==> config.mk <==
export PLATFORM = sky130hd
export DESIGN_NAME = anadv_regs
export DESIGN_NICKNAME = d
export VERILOG_FILES = /design/src/hw/anadv_pkg.sv /design/src/hw/anadv_regs.sv
export SDC_FILE = /design/constraint.sdc
export NUM_CORES = 1
export LEC_CHECK = 0
export ABC_AREA = 1
export BUFFER_PORTS_ARGS = -buffer_cell sky130_fd_sc_hd__buf_2
export CAP_MARGIN = 20
export CELL_PAD_IN_SITES_DETAIL_PLACEMENT = 0
export CELL_PAD_IN_SITES_GLOBAL_PLACEMENT = 1
export CORE_MARGIN = 1
export CORE_UTILIZATION = 30
export CTS_BUF_LIST = sky130_fd_sc_hd__clkbuf_2
export DETAILED_ROUTE_END_ITERATION = 6
export MAX_ROUTING_LAYER = met4
export PLACE_DENSITY_LB_ADDON = 0.1
export SLEW_MARGIN = 20
export SYNTH_ARGS = -nofsm -noshare
export SYNTH_HDL_FRONTEND = slang
export SYNTH_SLANG_ARGS = --single-unit
==> constraint.sdc <==
create_clock -name ref_clk -period 3.42 [get_ports ref_clk]
set_clock_uncertainty 0.15 [all_clocks]
set_input_delay 0.342 -clock ref_clk [delete_from_list [all_inputs] [get_ports ref_clk]]
set_output_delay 0.342 -clock ref_clk [all_outputs]
set_load 0.01 [all_outputs]
==> src/hw/anadv_pkg.sv <==
/*
 holds constants and the carrier type for the advertisement register bank.
 assumes a management access port (address, write data, strobes) decoded upstream of the serial frame.
*/
// Function
// - revision code sits in identifier register low nibble
// - link code word built from advertisement when enabled
// - next-page bit read/write, resets to zero
// - reserved bits always read back as zero
// - override-gated bits written only with override set
// - remote-fault bit follows local link fault
// - ability bit one means technology supported
// - four-pair 100 Mb/s ability always zero
// - four ability bits default one when negotiating
// - ability defaults follow config pin and enable
// - negotiation disabled: sequencer sends idle
// - status capability bits never follow advertisement
// - selector defaults to 802.3 code, transmitted
package anadv_pkg;
	localparam logic [4:0]  ADDR_ADVERT     = 5'h04;
	localparam logic [4:0]  ADDR_ID2        = 5'h03;
	localparam logic [15:0] ID2_UPPER       = 16'h0000; // arbitrary value, upper identifier bits
	localparam logic [3:0]  REVISION_CODE   = 4'h5;     // arbitrary value
	localparam int          BIT_NEXT_PAGE   = 15;
	localparam int          BIT_ACK         = 14;
	localparam int          BIT_REM_FAULT   = 13;
	localparam int          BIT_T4          = 9;
	localparam logic [15:0] RSVD_MASK       = 16'h5c00; // bits 14, 12:10
	localparam logic [15:0] CW_MASK         = 16'h5e1f; // reserved, t4, selector
	localparam logic [3:0]  ABIL_DEFAULT_AN = 4'hf;
	localparam logic [3:0]  ABIL_DEFAULT_NO = 4'h0;
	localparam logic [4:0]  SELECTOR_8023   = 5'h01;

	typedef struct packed {
		logic        rd;
		logic        wr;
		logic [4:0]  addr;
		logic [15:0] wdata;
	} anadv_mgmt_s;
endpackage : anadv_pkg

==> src/hw/anadv_regs.sv <==
/*
 advertisement register bank with revision field of the second identifier register.
 assumes management strobes synchronous to ref_clk, one cycle each.
*/
`timescale 1ns/1ps
module anadv_regs
	import anadv_pkg::*;
(
	input  wire logic        ref_clk,
	input  wire logic        nrst,
	input  wire anadv_mgmt_s mgmt,
	input  wire logic        cmd_override,
	input  wire logic        an_enable,
	input  wire logic        config_select_pin_a,
	input  wire logic        link_fault,
	input  wire logic        an_restart,
	output logic [15:0]      rdata_q,
	output logic [15:0]      link_code_word_q,
	output logic             send_idle,
	output logic             lcw_load
);
	typedef enum logic [1:0] {ST_INIT = 2'b00, ST_NEG = 2'b01, ST_IDLE = 2'b10} anadv_st_e;

	logic [15:0] adv_q, adv_d;
	logic        init_q;
	anadv_st_e   st_q, st_d;
	logic [3:0]  abil_default;

	// write decode; rw bits always, gated bits only under override
	wire wr_adv = mgmt.wr && (mgmt.addr == ADDR_ADVERT);
	wire [15:0] wr_mask = cmd_override ? 16'hffff : ~CW_MASK;
	// ability defaults chosen by config pin and negotiation enable
	assign abil_default = (an_enable || !config_select_pin_a) ? ABIL_DEFAULT_AN : ABIL_DEFAULT_NO;

	// storage next value; fault bit tracks the line, t4 forced low
	always_comb
	begin
		adv_d = adv_q;
		if (init_q)
			adv_d[8:5] = abil_default;
		if (wr_adv)
			adv_d = (adv_q & ~wr_mask) | (mgmt.wdata & wr_mask);
		adv_d[BIT_REM_FAULT] = link_fault;
		adv_d[BIT_T4]        = 1'b0;
	end

	// register; defaults are known after reset, pin taken one edge later
	always_ff @(posedge ref_clk or negedge nrst)
	begin
		if (!nrst)
		begin
			adv_q  <= {11'h000, SELECTOR_8023};
			init_q <= 1'b1;
		end
		else
		begin
			adv_q  <= adv_d;
			init_q <= 1'b0;
		end
	end

	// reserved bits always read zero whatever got stored
	wire [15:0] adv_rd = adv_q & ~RSVD_MASK;
	wire [15:0] id2_rd = {ID2_UPPER[15:4], REVISION_CODE};

	// read data registered; status capability lives elsewhere, untouched here
	always_ff @(posedge ref_clk or negedge nrst)
	begin
		if (!nrst)
			rdata_q <= 16'h0000;
		else if (mgmt.rd)
			rdata_q <= (mgmt.addr == ADDR_ADVERT) ? adv_rd : (mgmt.addr == ADDR_ID2) ? id2_rd : 16'h0000;
	end

	// sequencer: negotiate when enabled, otherwise fall to idle
	always_comb
	begin
		case (st_q)
			ST_INIT: st_d = an_enable ? ST_NEG : ST_IDLE;
			ST_NEG:  st_d = an_enable ? ST_NEG : ST_IDLE;
			ST_IDLE: st_d = an_enable ? ST_NEG : ST_IDLE;
			default: st_d = ST_INIT;
		endcase
	end
	assign send_idle = (st_q == ST_IDLE);
	// load strobe is the very condition that captures the code word below
	assign lcw_load  = (st_d == ST_NEG) && (st_q != ST_NEG || an_restart);

	// code word captured on entry to negotiation or restart, reserved bits cleared
	always_ff @(posedge ref_clk or negedge nrst)
	begin
		if (!nrst)
		begin
			st_q             <= ST_INIT;
			link_code_word_q <= 16'h0000;
		end
		else
		begin
			st_q <= st_d;
			if (st_d == ST_NEG && (st_q != ST_NEG || an_restart))
				link_code_word_q <= adv_d & ~RSVD_MASK;
		end
	end
endmodule : anadv_regs

==> flow_summary.yaml, run 1 <==
route:
  vias: 1344
  avgRoutedWirePerCell_um: 11.7
  wl_mm: 3.83
  viasPerCell: 4.11
  first_iter_violations: 58
  detail_route.first_pass.iterations: 4
  drc_errors: 0
  ant_nets: 0
power:
  ir_drop_mv: 0.154
  total_power_mw: 0.852
  p_leak_nw: 1.08
  p_per_area_nw_per_um2: 416
layout:
  diodes: 0
  nets: 284
  n_fill_cell: 615
  drive_above_1_share_pct: 24.7
  final_cells: 327
  area_growth_pct: 18.3
yosys:
  syn_inst: 204
  ys_seq_elements: 36
  ys_warn_count: 0
  yosys.area.top_type_share_pct: 49.2
  synth_area_um2: 1730
  ys_top_cells_by_area: "dfrtp_1 (49%), nand2_1 (8.9%), nand3_1 (7.2%)"
  avgSynthCellArea_um2: 8.48
  synth.distinct_cells: 23
  seq_area_frac_synth_pct: 52.2
  yosysTopAreaCell: "dfrtp_1"
clocking:
  clkTransAtPathRegs_ns: 0.18
  post_cts_resize_count: 0
  htree_levels: 2
  clock_path_buffers: 2
  clk_latency_ns: 0.39
  cts.sinks: 36
  cts_tree: "yes"
  cts_buffers: 5
  cts_root_buffer: "clkbuf_2"
floorplanning:
  die_h_um: 77.9
  fp.dieArea_um2: 6080
  floorplan.initialDensity_pct: 31.2
  row_count: 27
  die_w_um: 77.9
  core_um2: 5540
  io_pins: 64
grt:
  grt_max_degree: 37
  grt_first_pass_wirelength_mm: 6.51
  track_usage_pct: 14.7
  antenna_found_initial: 0
  gr-total-overflow: 0
  grt_pass1_vias: 1327
setup_path:
  end_kind: "output port"
  path_class: "in2out"
  cp_max_fo: 13
  critPathRequiredTime_ns: 2.93
  start_kind: "input port"
  worstPathArrival_ns: 1.76
sta:
  slew_headroom_pct: 45.2
  hold_viol_final: 0
  maxSlewViolCount: 0
  max_freq_mhz: 444
  tns_ns: 0
  rsz0062_at_grt: "false"
  report.final.setup_viol: 0
  finalCritPeriodShare_pct: 65.9
  tightest_slew_ns: 0.822
  post-route-min-period_ns: 2.25
placement:
  dp.cells: 316
  gp_congestion: 0.729
  post-dp-hpwl_mm: 2.74
  portBuffers: 47
min_path:
  hold_path_class: "in2reg"
job:
  max_cap_violations: 0
run_status:
  outcome: "completed"
[logic make-up (layout without fill, tap and decap cells)]
kind of cell	Yosys count	after routing	synth area share (%)
simple gates	99	99	27.1
compound gates	21	21	7.38
buf+inv	47	88	13.1
flops	36	36	52.2
other cells	1	11	0.217
[layout by cell type (no fill, tap or decap)]
master,instances
a21boi_1,1
a21oi_1,3
a21oi_2,2
and2_1,10
buf_2,47
clkbuf_2,6
clkinv_1,2
conb_1,11
dfrtp_1,34
dfstp_2,2
dlygate4sd3_1,3
inv_1,29
inv_2,1
nand2_1,41
nand3_1,25
nand4_1,5
nand4_2,1
nor2_1,13
nor2_2,2
nor2_4,2
o21a_1,5
o21ai_0,9
o21ai_1,1
[cells in the mapped netlist]
cell,number
a21boi_1,1
a21oi_1,3
a21oi_2,2
and2_1,10
buf_2,4
buf_4,10
buf_6,1
clkbuf_1,2
conb_1,1
dfrtp_1,34
dfstp_2,2
inv_1,29
inv_2,1
nand2_1,41
nand3_1,25
nand4_1,5
nand4_2,1
nor2_1,13
nor2_2,2
nor2_4,2
o21a_1,5
o21ai_0,9
o21ai_1,1
[through the flow]
step	setup slack [ns]	hold slack [ns]	instance area [um^2]	utilization [%]
detailed placement	1.57	0.305	1980	35.7
finish	1.17	0.144	2050	36.9
global placement	1.57	0.308	1980	35.7
CTS	1.16	0.132	2050	36.9
floorplan	2.06	-0.104	1770	-
global route	1.06	0.110	2050	36.9
[sequential cells by signal, summed over array words and instances, names as in the netlist]
register,cells
adv_q,11
link_code_word_q,11
rdata_q,11
st_q,2
init_q,1
[area by class of cell]
cell class / instances / area, um^2 / area share, %
inverter: 30 / 113 / 5.50
multi-input combinational: 131 / 638 / 31.2
clock inverter: 2 / 7.51 / 0.367
tap: 72 / 90.1 / 4.40
clock buffer: 6 / 30.0 / 1.47
sequential: 36 / 903 / 44.1
timing repair buffer: 50 / 265 / 13.0
[worst max-delay path: stages]
cell,delay [ns]
dlygate4sd3_1,0.52
buf_2,0.11
inv_1,0.07
a21oi_2,0.48
buf_2,0.24
[power by group]
| part | total [mW] | switching, mW | internal, mW | leakage (nW) |
|---|---|---|---|---|
| registers | 0.494 | 0.0245 | 0.470 | 0.430 |
| clock network | 0.189 | 0.140 | 0.0492 | 0.0281 |
| logic | 0.168 | 0.101 | 0.0667 | 0.622 |
| total | 0.852 | 0.266 | 0.586 | 1.08 |
[metal layers]
layer / wire [um] / share of wire, % / track usage (%) / vias up
met2: 1540 / 40 / 19.6 / 38
li1: - / - / - / 720
met4: 46 / 1.2 / 4.44 / 0
met5: 0 / 0 / - / -
met1: 2030 / 53 / 21.0 / 581
met3: 205 / 5.4 / 4.59 / 5
[worst paths after layout]
path,start,end,slack (ns),cells after the start
worst max-delay path,an_enable,lcw_load,1.17,5
worst min-delay path,mgmt[15],adv_q[15],0.14,4
worst max register to register,st_q[1],link_code_word_q[5],1.57,6
worst min register to register,st_q[1],st_q[1],0.33,1
max in group asynchronous,nrst,adv_q[6],2.20,2
min in group asynchronous,nrst,rdata_q[13],0.41,2
[timing repair]
item                      4_1_cts  5_1_grt
hold buffers                    3        0
hold endpoints to repair       36        0
setup buffers                   0        0
(Power assumes the default switching activity.)
==> run 2, diff against run 1 <==
clock period = 2.2 ns   (was 3.42 ns; I/O delays follow)
==> run 2 against run 1 <==
First-iteration DRC count up 34%. Sequential power up 55%. Clock-buffer cell count increased by 1. Combinational power rose by 57%. Power is 55% higher. Clock power up 53%. Critical path depth unchanged. Critical path type is now reg2out. Largest power group unchanged.
==> flow_summary.yaml, run 2 (synthesized netlist as in run 1, its figures left out) <==
clocking:
  clkTransAtPathRegs_ns: 0.17
  clock_path_buffers: 2
  cts.sinks: 36
  cts_buffers: 5
  cts_tree: "yes"
  clk_latency_ns: 0.37
  cts_root_buffer: "clkbuf_2"
  postCtsSetupBuffers: 0
  post_cts_resize_count: 0
  htree_levels: 2
  hold_buffers: 3
grt:
  grt_max_degree: 37
  grt_first_pass_wirelength_mm: 6.42
  gr-total-overflow: 0
  track_usage_pct: 14.4
  antenna_found_initial: 0
  grt_pass1_vias: 1313
sta:
  finalCritPeriodShare_pct: 83.2
  rsz0062_at_grt: "false"
  maxSlewViolCount: 0
  hold_viol_final: 0
  post-route-min-period_ns: 1.83
  report.final.setup_viol: 0
  max_freq_mhz: 546
  slew_headroom_pct: 45.0
  holdWs_ns: 0.0380
  tightest_slew_ns: 0.824
  tns_ns: 0
power:
  power.net_switching_mw: 0.401
  internal_power_mw: 0.921
  ir_drop_mv: 0.213
  p_leak_nw: 1.09
  seqPwrFrac_pct: 58.1
  p_per_area_nw_per_um2: 643
  p_sw_share_pct: 30.3
  total_power_mw: 1.32
  power_frac_comb_pct: 19.9
  clock_power_share_pct: 21.9
route:
  wl_mm: 3.75
  avgRoutedWirePerCell_um: 11.4
  first_iter_violations: 78
  vias: 1357
  detail_route.first_pass.iterations: 4
  drc_errors: 0
  viasPerCell: 4.14
  ant_nets: 0
run_status:
  outcome: "completed"
setup_path:
  worstPathArrival_ns: 1.46
  critPathRequiredTime_ns: 1.83
  path_class: "reg2out"
  r2r_slack_ns: 0.77
  start_kind: "register"
  cp_max_fo: 10
  end_kind: "output port"
min_path:
  hold_path_class: "in2reg"
floorplanning:
  floorplan.initialDensity_pct: 31.2
  core_um2: 5540
  die_h_um: 77.9
  io_pins: 64
  fp.dieArea_um2: 6080
  row_count: 27
  die_w_um: 77.9
placement:
  post-dp-hpwl_mm: 2.74
  gp_congestion: 0.728
  portBuffers: 47
layout:
  area_growth_pct: 18.8
  layout_common_cells: "buf_2 (47), nand2_1 (41), dfrtp_1 (34)"
  reg_top3: "adv_q x11, link_code_word_q x11, rdata_q x11"
  final_common_cell: "buf_2"
  nets: 285
  diodes: 0
  drive_above_1_share_pct: 25.4
job:
  max_cap_violations: 0
run 2: critical path, cell delays in order, from the launching register on:
cell	delay (ns)
dfrtp_1	0.42
inv_1	0.07
nand2_1	0.06
a21oi_2	0.19
buf_4	0.21
buf_2	0.14
run 2: path summary, 6_finish.rpt:
kind                       startpoint                  end  cells after the start
max                           st_q[1]             lcw_load                      5
min                           mgmt[7]             adv_q[7]                      4
max reg2reg                    init_q  link_code_word_q[6]                      5
min reg2reg                   st_q[1]              st_q[1]                      1
max in group asynchronous        nrst             adv_q[6]                      2
min in group asynchronous        nrst  link_code_word_q[4]                      2
run 2: power groups by stage:
stage	logic (mW)	clock network (mW)	registers (mW)
2_1_floorplan	0.154	0	0.792
3_3_place_gp	0.262	0	0.781
3_5_place_dp	0.262	0	0.781
4_1_cts	0.268	0.313	0.769
5_1_grt	0.300	0.347	0.778
6_report	0.263	0.290	0.768
run 2: metal layers:
layer	GRT usage, %	wire (um)	part of all wire, %	vias up
li1	-	-	-	719
met1	20.7	2040	54	590
met2	19.3	1460	39	43
met3	4.00	206	5.5	5
met4	4.44	44	1.2	0
met5	-	0	0	-
run 2: stage by stage:
stage	area [um^2]	utilization, %	instances	setup WS, ns
6_report	2060	37.1	328	0.369
5_1_grt	2060	37.1	328	0.182
4_1_cts	2060	37.1	328	0.310
3_5_place_dp	1990	35.9	317	0.635
3_3_place_gp	1990	35.9	317	0.629
2_1_floorplan	1770	-	214	0.965
run 2: area by class of cell:
type | instances | area [um^2]
Tap cell | 72 | 90.1
Inverter | 30 | 113
Sequential cell | 36 | 903
Clock buffer | 7 | 35.0
Timing Repair Buffer | 51 | 273
Fill cell | 615 | 3480
Multi-Input combinational cell | 131 | 638
Clock inverter | 1 | 3.75
==> run 3, diff against run 2 <==
clock period = 1.8 ns   (was 2.2 ns; I/O delays follow)
==> run 3 against run 2 <==
Sequential power up 22%. Global-route usage up 0.57 points. Clock power up 23%. Combinational power up 32%. Power up 24%. Critical path type unchanged. Critical endpoint unchanged.
==> flow_summary.yaml, run 3 (synthesized netlist as in run 1, its figures left out) <==
clocking:
  htree_levels: 2
  cts_root_buffer: "clkbuf_2"
  cts_buffers: 5
  clkTransAtPathRegs_ns: 0.18
  clock_path_buffers: 2
  clk_latency_ns: 0.39
  cts_tree: "yes"
  cts.sinks: 36
grt:
  track_usage_pct: 14.9
  gr-total-overflow: 0
  grt_first_pass_wirelength_mm: 6.56
  grt_max_degree: 22
  antenna_found_initial: 0
  grt_pass1_vias: 1366
floorplanning:
  row_count: 27
  io_pins: 64
  core_um2: 5540
  die_w_um: 77.9
  fp.dieArea_um2: 6080
  floorplan.initialDensity_pct: 31.2
  die_h_um: 77.9
sta:
  finalCritPeriodShare_pct: 92.5
  max_freq_mhz: 601
  maxSlewViolCount: 0
  tns_ns: 0
  post-route-min-period_ns: 1.66
  hold_viol_final: 0
  report.final.setup_viol: 0
  rsz0062_at_grt: "false"
setup_path:
  worstPathArrival_ns: 1.33
  path_cells: "inv_2 -> nand2_1 -> a21oi_2 -> buf_6 -> buf_6"
  critPathRequiredTime_ns: 1.47
  start_kind: "register"
  end_kind: "output port"
  cp_max_fo: 6
  crit_top_cell: "buf_6"
  worst_path_largest_cell_delay_ns: 0.43
  slowest_stage: "dfrtp_1"
  path_class: "reg2out"
route:
  avgRoutedWirePerCell_um: 11.5
  first_iter_violations: 54
  drc_errors: 0
  viasPerCell: 4.16
  detail_route.first_pass.iterations: 4
  wl_mm: 3.91
  ant_nets: 0
  vias: 1420
layout:
  reg_top3: "adv_q x11, link_code_word_q x11, rdata_q x11"
  drive_above_1_share_pct: 27.1
  final_common_cell: "buf_2"
  diodes: 0
  layout_common_cells: "buf_2 (46), nand2_1 (41), dfrtp_1 (34)"
  area_growth_pct: 25.9
  nets: 298
run_status:
  outcome: "completed"
power:
  ir_drop_mv: 0.378
  p_per_area_nw_per_um2: 755
  p_leak_nw: 1.15
  total_power_mw: 1.64
job:
  max_cap_violations: 0
placement:
  gp_congestion: 0.697
  post-dp-hpwl_mm: 2.94
  portBuffers: 47
min_path:
  hold_path_class: "in2reg"
==> run 3: metrics by stage <==
stage,utilization (%),instances,hold WS (ns),setup WS [ns],instance area [um^2]
global placement,36.5,322,0.0279,0.332,2020
CTS,39.1,341,0.0108,0.0238,2170
detailed placement,36.5,322,0.0208,0.309,2020
finish,39.3,341,0.0408,0.135,2180
floorplan,-,214,-0.266,0.565,1770
global route,39.3,341,0.00733,0.0200,2180
==> run 3: final timing paths <==
path / startpoint / to / slack, ns / cells after the start
max: st_q[1] / lcw_load / 0.14 / 5
min in group asynchronous: nrst / adv_q[2] / 0.09 / 2
min: mgmt[19] / adv_q[15] / 0.04 / 4
min reg2reg: link_code_word_q[13] / link_code_word_q[13] / 0.34 / 2
max in group asynchronous: nrst / adv_q[0] / 0.83 / 3
max reg2reg: init_q / link_code_word_q[6] / 0.31 / 5
==> run 3: cell type report <==
class,count,area [um^2]
well taps,72,90.1
clock buffers,5,25.0
inverters,30,113
clock inverters,3,13.8
repair buffers,64,395
multi-input cells,131,638
fillers,602,3360
flip-flops and latches,36,903
==> run 3: what timing repair did <==
action | 4_1_cts | 5_1_grt
pin swaps | 1 | 1
endpoints found under the hold margin | 52 | 0
buffers inserted | 2 | 0
endpoints found under the setup margin | 1 | 1
hold buffers | 9 | 0
gates resized for setup | 0 | 3
==> run 3: critical path, delay by kind of cell (launching register included) <==
family	cells	cell delay [ns]
and+or+nand+nor	1	0.05
DFF	1	0.43
AOI/OAI and AO/OA	1	0.17
buffers and inverters	3	0.31
==> run 3: power breakdown <==
| part | leakage [nW] | internal, mW | total (mW) | switching (mW) |
|---|---|---|---|---|
| registers | 0.430 | 0.893 | 0.940 | 0.0472 |
| clock network | 0.0302 | 0.0869 | 0.358 | 0.271 |
| logic | 0.689 | 0.151 | 0.347 | 0.196 |
==> run 3: routing by layer <==
layer,part of all wire (%),global-route usage (%)
met3,5.6,3.41
met2,41,19.6
met5,0,-
met1,51,21.1
met4,2.2,7.78
